==> config.mk <==
export PLATFORM = sky130hd
export DESIGN_NAME = dmame_top
export DESIGN_NICKNAME = d
export VERILOG_FILES = /design/src/dmame_pkg.sv /design/src/dmame_top.sv
export SDC_FILE = /design/constraint.sdc
export NUM_CORES = 1
export LEC_CHECK = 0
export BUFFER_PORTS_ARGS = -buffer_cell sky130_fd_sc_hd__buf_2
export CORE_MARGIN = 1
export CORE_UTILIZATION = 50
export DETAILED_ROUTE_END_ITERATION = 8
export PLACE_DENSITY = 0.78
export SYNTH_ARGS = -nofsm -noshare
export SYNTH_HDL_FRONTEND = slang
export SYNTH_SLANG_ARGS = --single-unit
==> constraint.sdc <==
create_clock -name i_mclk -period 1.5 [get_ports i_mclk]
set_clock_uncertainty 0.05 [all_clocks]
set_input_delay 0.075 -clock i_mclk [delete_from_list [all_inputs] [get_ports i_mclk]]
set_output_delay 0.075 -clock i_mclk [all_outputs]
set_load 0.03 [all_outputs]
==> src/dmame_pkg.sv <==
package dmame_pkg;
  localparam int NUM_CH        = 2;
  localparam int CNT_W         = 16;
  // control bit positions within the 9-bit control readback view
  localparam int BIT_ME1       = 7;
  localparam int BIT_RSV8      = 8;
  localparam int BIT_TE1       = 6;
  localparam int BIT_ME0       = 5;
  localparam int BIT_TE0       = 4;
  localparam int CTRL_W        = 9;
  localparam logic [CTRL_W-1:0] CTRL_RST = 9'h000;

  typedef enum logic {DMAME_BURST, DMAME_BLOCK} dmame_mode_t;

  typedef enum logic [1:0] {DMAME_IDLE, DMAME_XFER, DMAME_HALT} dmame_state_t;

  // software access to one channel's enable bits
  typedef struct packed {
    logic rd;
    logic wr;
    logic me;
    logic te;
  } dmame_sw_t;
endpackage

==> src/dmame_top.sv <==
`timescale 1ns/100ps
`default_nettype none
// Overview of operation
// RQ1: transfer only when both enables set
// RQ2: burst NMI clears master, halts, frees bus
// RQ3: setting master again resumes halted burst
// RQ4: block mode ignores NMI entirely
// RQ5: initialization clears all master enables
// RQ6: writing zero clears master enable
// RQ7: set needs prior read as zero
// RQ8: channel 1 master enable at bit 7
// RQ9: reserved bit 8 read/write, resets zero
// RQ10: enabled channel transfers on activation request
// RQ11: transfer enable clears when count exhausted
module dmame_top #(
  parameter int NCH = dmame_pkg::NUM_CH,
  parameter int CW  = dmame_pkg::CNT_W
) (
  input  wire logic                      i_mclk,
  input  wire logic                      i_rst_n,
  input  wire logic                      i_nmi,
  input  wire dmame_pkg::dmame_sw_t [NCH-1:0] i_sw,
  input  wire logic                      i_rsv_wr,
  input  wire logic                      i_rsv_wdata,
  input  wire logic [NCH-1:0]            i_mode_block,
  input  wire logic [NCH-1:0]            i_req,
  input  wire logic [NCH-1:0]            i_cnt_load,
  input  wire logic [CW-1:0]             i_cnt_value,
  output logic [NCH-1:0]                 o_master_enable,
  output logic [NCH-1:0]                 o_transfer_enable,
  output logic [NCH-1:0]                 o_xfer,
  output logic                           o_bus_req,
  output logic [NCH-1:0]                 o_halted,
  output logic [dmame_pkg::CTRL_W-1:0]   o_ctrl_rd
);
  // ****************************************
  // reset release
  // ****************************************
  logic rst_meta;
  logic rst_n;
  always_ff @(posedge i_mclk or negedge i_rst_n) begin
    if (!i_rst_n) begin
      rst_meta <= 1'b0;
      rst_n    <= 1'b0;
    end else begin
      rst_meta <= 1'b1;
      rst_n    <= rst_meta;
    end
  end

  // ****************************************
  // per-channel enable and sequencing
  // ****************************************
  logic [NCH-1:0]      me;
  logic [NCH-1:0]      te;
  logic [NCH-1:0]      armed;
  logic [NCH-1:0]      xfer;
  logic [NCH-1:0]      halted;
  logic [NCH-1:0]      next_me;
  logic [NCH-1:0]      next_te;
  logic [NCH-1:0]      next_armed;
  logic [NCH-1:0]      next_xfer;
  logic [NCH-1:0]      next_halted;
  logic [CW-1:0]       cnt        [NCH];
  logic [CW-1:0]       next_cnt   [NCH];
  dmame_pkg::dmame_state_t st      [NCH];
  dmame_pkg::dmame_state_t next_st [NCH];
  logic rsv;
  logic next_rsv;

  genvar g;
  generate
    for (g = 0; g < NCH; g++) begin : g_ch
      always_comb begin
        next_me[g]     = me[g];
        next_te[g]     = te[g];
        next_armed[g]  = armed[g];
        next_xfer[g]   = 1'b0;
        next_halted[g] = halted[g];
        next_cnt[g]    = cnt[g];
        next_st[g]     = st[g];
        // RQ7 read-before-set latch
        if (i_sw[g].rd && !me[g]) begin
          next_armed[g] = 1'b1;
        end
        if (i_sw[g].wr) begin
          next_te[g] = i_sw[g].te;
          // RQ6 RQ7 write clears or sets
          if (!i_sw[g].me) begin
            next_me[g] = 1'b0;
          end else if (armed[g]) begin
            next_me[g] = 1'b1;
          end
          next_armed[g] = 1'b0;
        end
        if (i_cnt_load[g]) begin
          next_cnt[g] = i_cnt_value;
        end
        case (st[g])
          dmame_pkg::DMAME_IDLE: begin
            // RQ1 RQ10 both enables gate requests
            if (me[g] && te[g] && i_req[g] && cnt[g] != '0) begin
              next_st[g] = dmame_pkg::DMAME_XFER;
            end
          end
          dmame_pkg::DMAME_XFER: begin
            // RQ2 RQ4 nmi halts burst only
            if (i_nmi && !i_mode_block[g]) begin
              next_me[g]     = 1'b0;
              next_halted[g] = 1'b1;
              next_st[g]     = dmame_pkg::DMAME_HALT;
            end else if (!(me[g] && te[g])) begin
              next_st[g] = dmame_pkg::DMAME_IDLE;
            end else begin
              next_xfer[g] = 1'b1;
              next_cnt[g]  = cnt[g] - CW'(1);
              // RQ11 count end clears transfer enable
              if (cnt[g] == CW'(1)) begin
                next_te[g] = 1'b0;
                next_st[g] = dmame_pkg::DMAME_IDLE;
              end
            end
          end
          default: begin
            // RQ3 master set resumes halted burst
            if (me[g] && te[g]) begin
              next_halted[g] = 1'b0;
              next_st[g]     = dmame_pkg::DMAME_XFER;
            end else if (!te[g]) begin
              next_halted[g] = 1'b0;
              next_st[g]     = dmame_pkg::DMAME_IDLE;
            end
          end
        endcase
      end

      always_ff @(posedge i_mclk or negedge rst_n) begin
        if (!rst_n) begin
          // RQ5 initialization clears master enable
          me[g]     <= 1'b0;
          te[g]     <= 1'b0;
          armed[g]  <= 1'b0;
          xfer[g]   <= 1'b0;
          halted[g] <= 1'b0;
          cnt[g]    <= '0;
          st[g]     <= dmame_pkg::DMAME_IDLE;
        end else begin
          me[g]     <= next_me[g];
          te[g]     <= next_te[g];
          armed[g]  <= next_armed[g];
          xfer[g]   <= next_xfer[g];
          halted[g] <= next_halted[g];
          cnt[g]    <= next_cnt[g];
          st[g]     <= next_st[g];
        end
      end

      // RQ2 burst nmi clears master
      chk_nmi_clears_me: assert property ( // RQ2
        @(posedge i_mclk) disable iff (!rst_n)
        (st[g] == dmame_pkg::DMAME_XFER && i_nmi && !i_mode_block[g])
        |=> (!me[g] && halted[g] && !xfer[g]))
        else $error("nmi in burst did not halt channel");
      // RQ4 block mode keeps master enable
      chk_block_nmi: assert property ( // RQ4
        @(posedge i_mclk) disable iff (!rst_n)
        (st[g] == dmame_pkg::DMAME_XFER && i_mode_block[g] && me[g]
         && !i_sw[g].wr) |=> me[g])
        else $error("block mode lost master enable");
      // RQ1 no transfer without enables
      chk_xfer_gate: assert property ( // RQ1
        @(posedge i_mclk) disable iff (!rst_n)
        xfer[g] |-> $past(me[g]) && $past(te[g]))
        else $error("transfer without both enables");
      // RQ7 set only after read zero
      chk_set_armed: assert property ( // RQ7
        @(posedge i_mclk) disable iff (!rst_n)
        $rose(me[g]) |-> $past(armed[g]) && $past(i_sw[g].wr))
        else $error("master enable set without prior read");
      // RQ6 write zero clears
      chk_wr_zero: assert property ( // RQ6
        @(posedge i_mclk) disable iff (!rst_n)
        (i_sw[g].wr && !i_sw[g].me) |=> !me[g])
        else $error("write zero did not clear master");
      // RQ3 resume after re-enable
      chk_resume: assert property ( // RQ3
        @(posedge i_mclk) disable iff (!rst_n)
        (st[g] == dmame_pkg::DMAME_HALT && me[g] && te[g])
        |=> st[g] == dmame_pkg::DMAME_XFER)
        else $error("halted burst did not resume");
      // RQ11 last transfer clears te
      chk_count_end: assert property ( // RQ11
        @(posedge i_mclk) disable iff (!rst_n)
        (next_xfer[g] && cnt[g] == CW'(1)) |=> !te[g] ##1 !xfer[g])
        else $error("transfer enable kept after last transfer");
      // RQ10 request starts transfer
      // a burst nmi or a write in the start cycle may legally stop it
      chk_req_start: assert property ( // RQ10
        @(posedge i_mclk) disable iff (!rst_n)
        (st[g] == dmame_pkg::DMAME_IDLE && me[g] && te[g] && i_req[g]
         && cnt[g] != '0 && !i_sw[g].wr && !i_nmi)
        ##1 (!i_sw[g].wr && !(i_nmi && !i_mode_block[g]))
        |=> xfer[g])
        else $error("request did not start transfer");
    end
  endgenerate

  // ****************************************
  // reserved bit and outputs
  // ****************************************
  always_comb begin
    next_rsv = rsv;
    // RQ9 reserved bit stored as written
    if (i_rsv_wr) begin
      next_rsv = i_rsv_wdata;
    end
  end

  always_ff @(posedge i_mclk or negedge rst_n) begin
    if (!rst_n) begin
      rsv <= 1'b0;
    end else begin
      rsv <= next_rsv;
    end
  end

  logic [dmame_pkg::CTRL_W-1:0] next_ctrl;
  always_comb begin
    next_ctrl = dmame_pkg::CTRL_RST;
    // RQ8 channel 1 master at bit 7
    next_ctrl[dmame_pkg::BIT_ME1]  = next_me[1];
    next_ctrl[dmame_pkg::BIT_TE1]  = next_te[1];
    next_ctrl[dmame_pkg::BIT_ME0]  = next_me[0];
    next_ctrl[dmame_pkg::BIT_TE0]  = next_te[0];
    next_ctrl[dmame_pkg::BIT_RSV8] = next_rsv;
  end

  // outputs registered; the readback mirrors state the cycle it updates
  always_ff @(posedge i_mclk or negedge rst_n) begin
    if (!rst_n) begin
      o_master_enable   <= '0;
      o_transfer_enable <= '0;
      o_xfer            <= '0;
      o_bus_req         <= 1'b0;
      o_halted          <= '0;
      o_ctrl_rd         <= dmame_pkg::CTRL_RST;
    end else begin
      o_master_enable   <= next_me;
      o_transfer_enable <= next_te;
      o_xfer            <= next_xfer;
      // RQ2 bus returns to cpu when no channel moves
      o_bus_req         <= |next_xfer;
      o_halted          <= next_halted;
      o_ctrl_rd         <= next_ctrl;
    end
  end
endmodule
`default_nettype wire

=== Word-level counts from Yosys, hierarchy flattened ===
Cells that the tools add are included.
Widths: inputs -> output; s select.

* Add/subtract/negate cells: 2
* Equality and inequality tests: 10
* Mux-type cells: 61
* Reduce and logical (&&, ||, !) cells: 23

{| class="wikitable"
|+ Operator list
! cell !! count
|-
| $mux 16 || 8
|-
| $mux 1 || 37
|-
| $eq 16x1->1 const B || 2
|-
| $reduce_bool 16->1 || 2
|-
| $sub 16x1->16 const B || 2
|-
| $mux 2 || 12
|-
| $logic_and 1x1->1 || 10
|-
| $ne 4x1->1 const B || 2
|-
| $ne 4x4->1 const B || 2
|-
| $pmux 2 s2 || 2
|-
| $reduce_and 3->1 || 2
|-
| $eq 2x1->1 const B || 2
|-
| $logic_not 1->1 || 4
|-
| $logic_not 2->1 || 2
|-
| $ne 2x2->1 const B || 2
|-
| $pmux 1 s2 || 2
|-
| $reduce_bool 2->1 || 2
|-
| $reduce_or 2->1 || 1
|}

* Register bits: 61
* Input port bits: 35
* Logic and storage cells: 117

=== Depth between registers and ports, before layout ===
Gate-level depths: netlist (run 1).

* Depth after elaboration: 5
* Gate-level depth with buffers: 7
* Mapped depth without buffers: 6

=== Worst setup path after synthesis (run 1) ===
OpenSTA, ideal clock, no wires.

* Kind: flip-flop to flip-flop
* From: register cnt[16] (netlist bit)
* To: register st[2] (netlist bit)
* Setup time: 0.142 ns
* Data arrival time: 1.971 ns
* Required time: 1.308 ns
* Path slack: -0.663 ns
* Stages on the path, launching flop included: 8
* Cells stage by stage: dfrtp_1 inv_1 ha_1 or3b_2 clkbuf_1 or4b_4 o21ai_1 o221ai_1

* Word-level cells in the longest chain between the ends: 4
* Elaborated cells between the ends (all ways): 6
* Those cells by class: 3 x eq/ne; 3 x reduce/logical

{| class="wikitable"
|+ RTL lines
! element !! RTL line !! text
|-
| from (decl) || dmame_top.sv:64 || <nowiki>logic [CW-1:0] cnt [NCH];</nowiki>
|-
| from (signal, indexed assignment) || dmame_top.sv:153 || <nowiki>cnt[g] <= next_cnt[g];</nowiki>
|-
| $reduce_bool 16->1 || dmame_top.sv:102 || <nowiki>if (me[g] && te[g] && i_req[g] && cnt[g] != '0) begin</nowiki>
|-
| $logic_and 1x1->1 || dmame_top.sv:102 ||
|-
| $ne 2x2->1 (no source line) || n/a ||
|-
| $reduce_and 3->1 (no source line) (*) || n/a ||
|-
| to (signal, indexed assignment) || dmame_top.sv:146 || <nowiki>st[g] <= dmame_pkg::DMAME_IDLE;</nowiki>
|-
| to (signal, indexed assignment) || dmame_top.sv:154 || <nowiki>st[g] <= next_st[g];</nowiki>
|-
| to (decl) || dmame_top.sv:66 || <nowiki>dmame_pkg::dmame_state_t st [NCH];</nowiki>
|}

Every way passes the cells marked *; elsewhere a longest branch is shown, timed or not.
A chain may end at the register's enable or synchronous reset.

==> impl_metrics.yaml, run 1 <==
setup_path:
  worstSetupEndpointType: "flip-flop"
  critical_path.max_stage_delay_ps: 550
  crit_chain: "or4_4 > nor4_4 > a211oi_1 > a311oi_1"
  critPathKind: "reg -> reg"
  critPathBufInv: 0
  start_kind: "flip-flop"
  path_delay_family: "simple AND/OR/NAND/NOR gates"
  slowest_stage: "or4_4"
  crit_arrival_ps: 2260
  cp_max_fo: 4
  critical_path_required_ps: 1650
global_route:
  grt_use_total_pct: 36.8
  overflow: 0
  grt_max_degree: 24
  grt_pass1_wl_mm: 16.9
  busiest_layer: "met2"
  use_met2_pct: 65.6
  gr-usage-met1_pct: 41.9
  grt_pass1_vias: 3466
  grt_antenna_before_repair: 0
  grt.met3_usage_pct: 6.35
clock_network:
  h-tree-depth: 2
  clockBufferDepth: 2
  clk_pin_slew_ps: 100
  clk_latency_ps: 330
  cts_tree: "done"
  cts-buffers-inserted: 5
  cts_root_buf: "clkbuf_8"
  cts_sinks: 50
finish:
  stdcell_area_mm2: 0.00491
  drive_above_1_share_pct: 53.6
  fin_nets: 525
  area_delta_synth_final_pct: 72.4
  n_antenna_cell: 0
timing:
  setup_tns_ps: -10920
  finalCritPeriodShare_pct: 141
  setup_viol: 34
  worst_slew_pin_slew_ps: 773
  max_clock_freq_mhz: 474
  relSlewSlack_pct: 48.3
  drv_slew: 0
  final-hold-violation-count: 2
  min_period_ps: 2110
  holdWs_ps: -2.38
  rsz0062_at_grt: "yes"
  setup_ws_ps: -608
yosys:
  async_reset_ff_share_pct: 100
  synth_seq_cells: 50
  synth-simple-area-share_pct: 25.7
  synth-compound-area-share_pct: 20.4
  netlist_area_mm2: 0.00285
  synthMuxAreaShare_pct: 1.49
  yosys-top-cells-count: "dfrtp_1 (50), nor2_1 (23), a21oi_1 (19), nor3_1 (19), nand2_1 (18)"
  yosysTopAreaCellShare_pct: 43.9
  synth_cell_types: 54
  synthTopCellsByArea: "dfrtp_1 (44%), a21oi_1 (3.3%), nor3_1 (3.3%)"
  yosys_warnings: 0
  syn_avg_cell_area_um2: 9.19
  synth_top_family_by_area: "simple AND/OR/NAND/NOR gates"
  synth_fa_ha_area_share_pct: 1.76
  synth-xor-area-share_pct: 0
  ys.flop_type: "dfrtp_1"
  yosysMostFrequentCell: "dfrtp_1"
  yosys.area.top_type: "dfrtp_1"
  synth_edf_count: 0
  synthCells: 310
  ys_seq_area_share_pct: 43.9
placement:
  port-buffer-count: 48
  gp_congestion: 0.897
  place_area_mm2: 0.00381
  hpwl_mm: 6.40
outcome:
  violations: "negative hold slack, negative setup slack"
  status: "finished with violations"
floorplan:
  die_area_mm2: 0.00600
  coreArea_mm2: 0.00551
  row_count: 27
  pin_count: 53
  fp.dieH_um: 77.5
  fp.dieW_um: 77.5
  initial_utilization_pct: 51.7
routing:
  vias: 3757
  drc: 0
  wl_mm: 13.4
  ant_nets: 0
  vias_per_cell: 6.72
  drtPass1Iterations: 5
  dr.first_iter.drc_count: 419
  wire_per_inst_um: 23.9
pwr:
  power_w: 0.00404
  power.leakage_nw: 2.23
  irDropWorstVdd_mv: 0.725
  cellPowerDensity_mw_per_mm2: 823
worst_hold_path:
  hold_path.class: "in -> async"
run:
  maxCapViolCount: 0
[registers in the layout, indices dropped and copies added, names as in the netlist, 2 cells and up]
register,cells
armed,2
cnt,32
o_ctrl_rd,3
o_xfer,2
st,4
[final timing paths]
kind                       slack, ps              endpoint     from  depth (start not counted)
hold reg to reg                  130             o_xfer[1]    rst_n                          0
max in group asynchronous        740               cnt[11]    rst_n                          1
hold / removal                    -2                 rst_n  i_rst_n                          2
setup reg to reg                -610               cnt[11]   cnt[6]                          4
min in group i_mclk               10  o_transfer_enable[0]  i_sw[0]                          3
setup / recovery                -610               cnt[11]   cnt[6]                          4
[cells in the final DEF, fill, tap and decap left out, drive strengths merged, types with 2 or more instances in the layout]
master and instances:
nand2 19, nor2b 4, a21o 3, nand2b 3, nor4 9, o22ai 4, or3 3, mux2i 2
o221ai 2, o211a 3, a22oi 2, nand3 12, inv 17, a221o 8, a211oi 7, nand4b 4
o21ai 20, and3 4, nand4 5, o211ai 4, dlygate4sd3 20, mux2 2, clkbuf 7, buf 164
nor3 19, nor4b 2, a21oi 19, or2 2, nor3b 6, and2 2, and4b 2, conb 5
or4 5, o311ai 3, nor2 23, ha 4, clkinv 2, a311oi 4, dfrtp 50
[cell type report]
| cell class | instances | area (µm²) |
|---|---|---|
| fillers | 232 | 598 |
| flip-flops and latches | 50 | 1260 |
| multi-input cells | 226 | 1900 |
| inverters | 17 | 73.8 |
| well taps | 72 | 90.1 |
| clock buffers | 6 | 72.6 |
| repair buffers | 186 | 1500 |
| clock inverters | 2 | 10.0 |
[power by group]
| group | switching (W) | internal (W) | total [W] |
|---|---|---|---|
| sequential | 0.000149 | 0.00150 | 0.00165 |
| clock | 0.000531 | 0.000326 | 0.000856 |
| combinational | 0.000819 | 0.000716 | 0.00154 |
| total | 0.00150 | 0.00254 | 0.00404 |
[through the flow]
stage,instances,worst slack [ps],util [%]
2_1_floorplan,313,-537,-
3_3_place_gp,491,-397,69.1
3_5_place_dp,491,-483,69.1
4_1_cts,538,-438,81.7
5_1_grt,559,-569,89.1
6_report,559,-608,89.1
[per-layer routing]
metal | wire (µm) | share of wire [%]
met5 | 0 | 0
met4 | 1060 | 7.9
met3 | 1250 | 9.3
met2 | 6420 | 48
met1 | 4630 | 35
[what timing repair did]
item,in CTS,in global routing
setup buffers,19,25
pin swaps,35,27
cloned,1,2
resized for setup,66,58
hold buffers,20,0
hold endpoints to repair,22,0
endpoints found under the setup margin,36,37
[cell families (layout without fill, tap and decap cells)]
logic type / Yosys count / in the layout
and+or+nand+nor: 127 / 128
AOI/OAI and AO/OA: 85 / 85
DFF: 50 / 50
buffers and inverters: 38 / 211
adders and majority gates: 4 / 4
muxes: 4 / 4
other: 2 / 5
No activity file was read; power rests on OpenSTA's default activity.
==> run 2, diff against run 1 <==
- CORE_MARGIN: 1 -> 1.5
- CORE_UTILIZATION: 50 -> 52
- CTS_BUF_LIST: unset -> sky130_fd_sc_hd__clkbuf_8
- PLACE_DENSITY: 0.78 -> 0.8
==> run 2 against run 1 <==
The run still ends with negative hold slack, negative setup slack left; register-to-register slack better by 50 ps; flip-flop and latch count stayed put; non-clock buffer count fell by 27; worst setup slack gained 47 ps; die area shrank 1.2%; critical path depth did not move; critical path type unchanged; critical endpoint is now cnt[9]; largest cell class unchanged; largest power group unchanged.
==> impl_metrics.yaml, run 2 (synthesis results as in run 1) <==
outcome:
  status: "finished with violations"
  violations: "negative hold slack, negative setup slack"
setup_path:
  critical_path_required_ps: 1660
  critPathKind: "reg -> reg"
  r2r_end: "cnt[9]"
  startpoint: "cnt[7]"
  path_delay_family: "simple AND/OR/NAND/NOR gates"
  critPathBufInv: 0
  crit_chain: "or4_4 > nor4_4 > a211oi_1 > a311oi_1"
  cp_max_fo: 4
  timing.rr.start: "cnt[7]"
  crit_arrival_ps: 2220
  slowest_stage: "or4_4"
  rr_worst_depth: 4
  rrSetupSlack_ps: -560
  start_kind: "flip-flop"
  worstSetupEndpointType: "flip-flop"
  critical_path.max_stage_delay_ps: 610
timing:
  setup_viol: 31
  min_period_ps: 2060
  final-hold-violation-count: 1
  setup_ws_ps: -561
  holdWs_ps: -5.92
  max_clock_freq_mhz: 485
  drv_slew: 0
  worst_slew_pin_slew_ps: 511
  setup_tns_ps: -9170
  relSlewSlack_pct: 65.7
  rsz0062_at_grt: "yes"
  finalCritPeriodShare_pct: 137
floorplan:
  fp.dieW_um: 77
  row_count: 26
  pin_count: 53
  fp.dieH_um: 77
  die_area_mm2: 0.00593
  coreArea_mm2: 0.00520
  initial_utilization_pct: 54.7
finish:
  top_regs: "cnt (32), st (4), o_ctrl_rd (3)"
  fillers: 240
  largest_register_ff_count: 32
  drive_above_1_share_pct: 50.1
  largest-register: "cnt"
  layout_commonest_cell: "buf_4"
  area_delta_synth_final_pct: 60.1
  fin_cells: 529
  finalCoreUtilization_pct: 87.6
  n_antenna_cell: 0
  fin_nets: 497
  final_cell_mix: "buf_4 (75), buf_2 (48), dfrtp_1 (45), buf_6 (21), nor2_1 (20)"
clock_network:
  clk_pin_slew_ps: 110
  clockBufferDepth: 2
  cts-buffers-inserted: 5
  h-tree-depth: 2
  cts_root_buf: "clkbuf_8"
  cts_sinks: 50
  clk_latency_ps: 320
  cts_tree: "done"
worst_hold_path:
  hold_path.class: "in -> reg"
  hp-start: "i_sw[4]"
  hold_end: "o_ctrl_rd[6]"
  min_path_cells: 3
routing:
  wl_met3_um: 911
  drc: 0
  wl_met1_mm: 4.09
  vias: 3381
  drtPass1Iterations: 5
  vias_per_cell: 6.39
  routed.top_layer: "met4"
  wl_mm: 11.4
  wire_per_inst_um: 21.6
  wl_met2_mm: 5.80
  ant_nets: 0
  dr.first_iter.drc_count: 316
global_route:
  grt_pass1_vias: 3220
  grt_pass1_wl_mm: 15.9
  grt_antenna_before_repair: 0
  grt_max_degree: 21
  grt_use_total_pct: 34.8
  overflow: 0
run:
  maxCapViolCount: 0
pwr:
  power.leakage_nw: 2.09
  irDropWorstVdd_mv: 0.746
  power_w: 0.00398
  cellPowerDensity_mw_per_mm2: 873
placement:
  hpwl_mm: 6.26
  place_ws_ps: -457
  gp_congestion: 0.983
  placed_cells: 483
  port-buffer-count: 48
## run 2: worst max-delay path by stage
| stage | slack (ps) | end | cells past startpoint |
|---|---|---|---|
| after global routing | -610 | cnt[9] | 4 |
| after floorplan | -540 | cnt[28] | 7 |
| final | -560 | cnt[9] | 4 |
| after detailed placement | -460 | cnt[30] | 7 |
| after global placement | -400 | cnt[28] | 6 |
| after CTS | -440 | cnt[28] | 6 |
## run 2: per-layer routing
layer | vias to the layer above | GRT usage, %
met5 | - | 0
met4 | 0 | 16.2
met3 | 80 | 6.19
met2 | 228 | 61.9
met1 | 1623 | 40.7
li1 | 1450 | -
## run 2: what timing repair did
item                                    4_1_cts  5_1_grt
hold buffers                                 14        0
pin swaps                                    28       23
endpoints found under the hold margin        15        0
endpoints found under the setup margin       36       36
buffers inserted                             15       14
resized for setup                            55       35
## run 2: tightest hold or removal path, delay by kind of cell
family          cells  cell delay [ps]
mux                 1               70
buf+inv             1               80
compound gates      1              100
## run 2: area by class of cell
type,count,area (µm²),area share [%]
multi-input cells,225,1830,40.1
flip-flops and latches,50,1260,27.6
repair buffers,159,1210,26.5
well taps,70,87.6,1.92
inverters,17,71.3,1.56
clock buffers,5,68.8,1.51
clock inverters,3,37.5,0.823
## run 2: report_power, final
group	total, W	switching [W]	internal (W)
registers	0.00163	0.000136	0.00150
logic	0.00138	0.000751	0.000630
clock network	0.000967	0.000480	0.000487
## run 2: metrics by stage
stage,hold slack [ps],cell area [µm²]
after floorplan,-271,3070
after global placement,-191,3760
after detailed placement,-188,3760
after CTS,5.81,4340
after global routing,1.84,4560
final,-5.92,4560
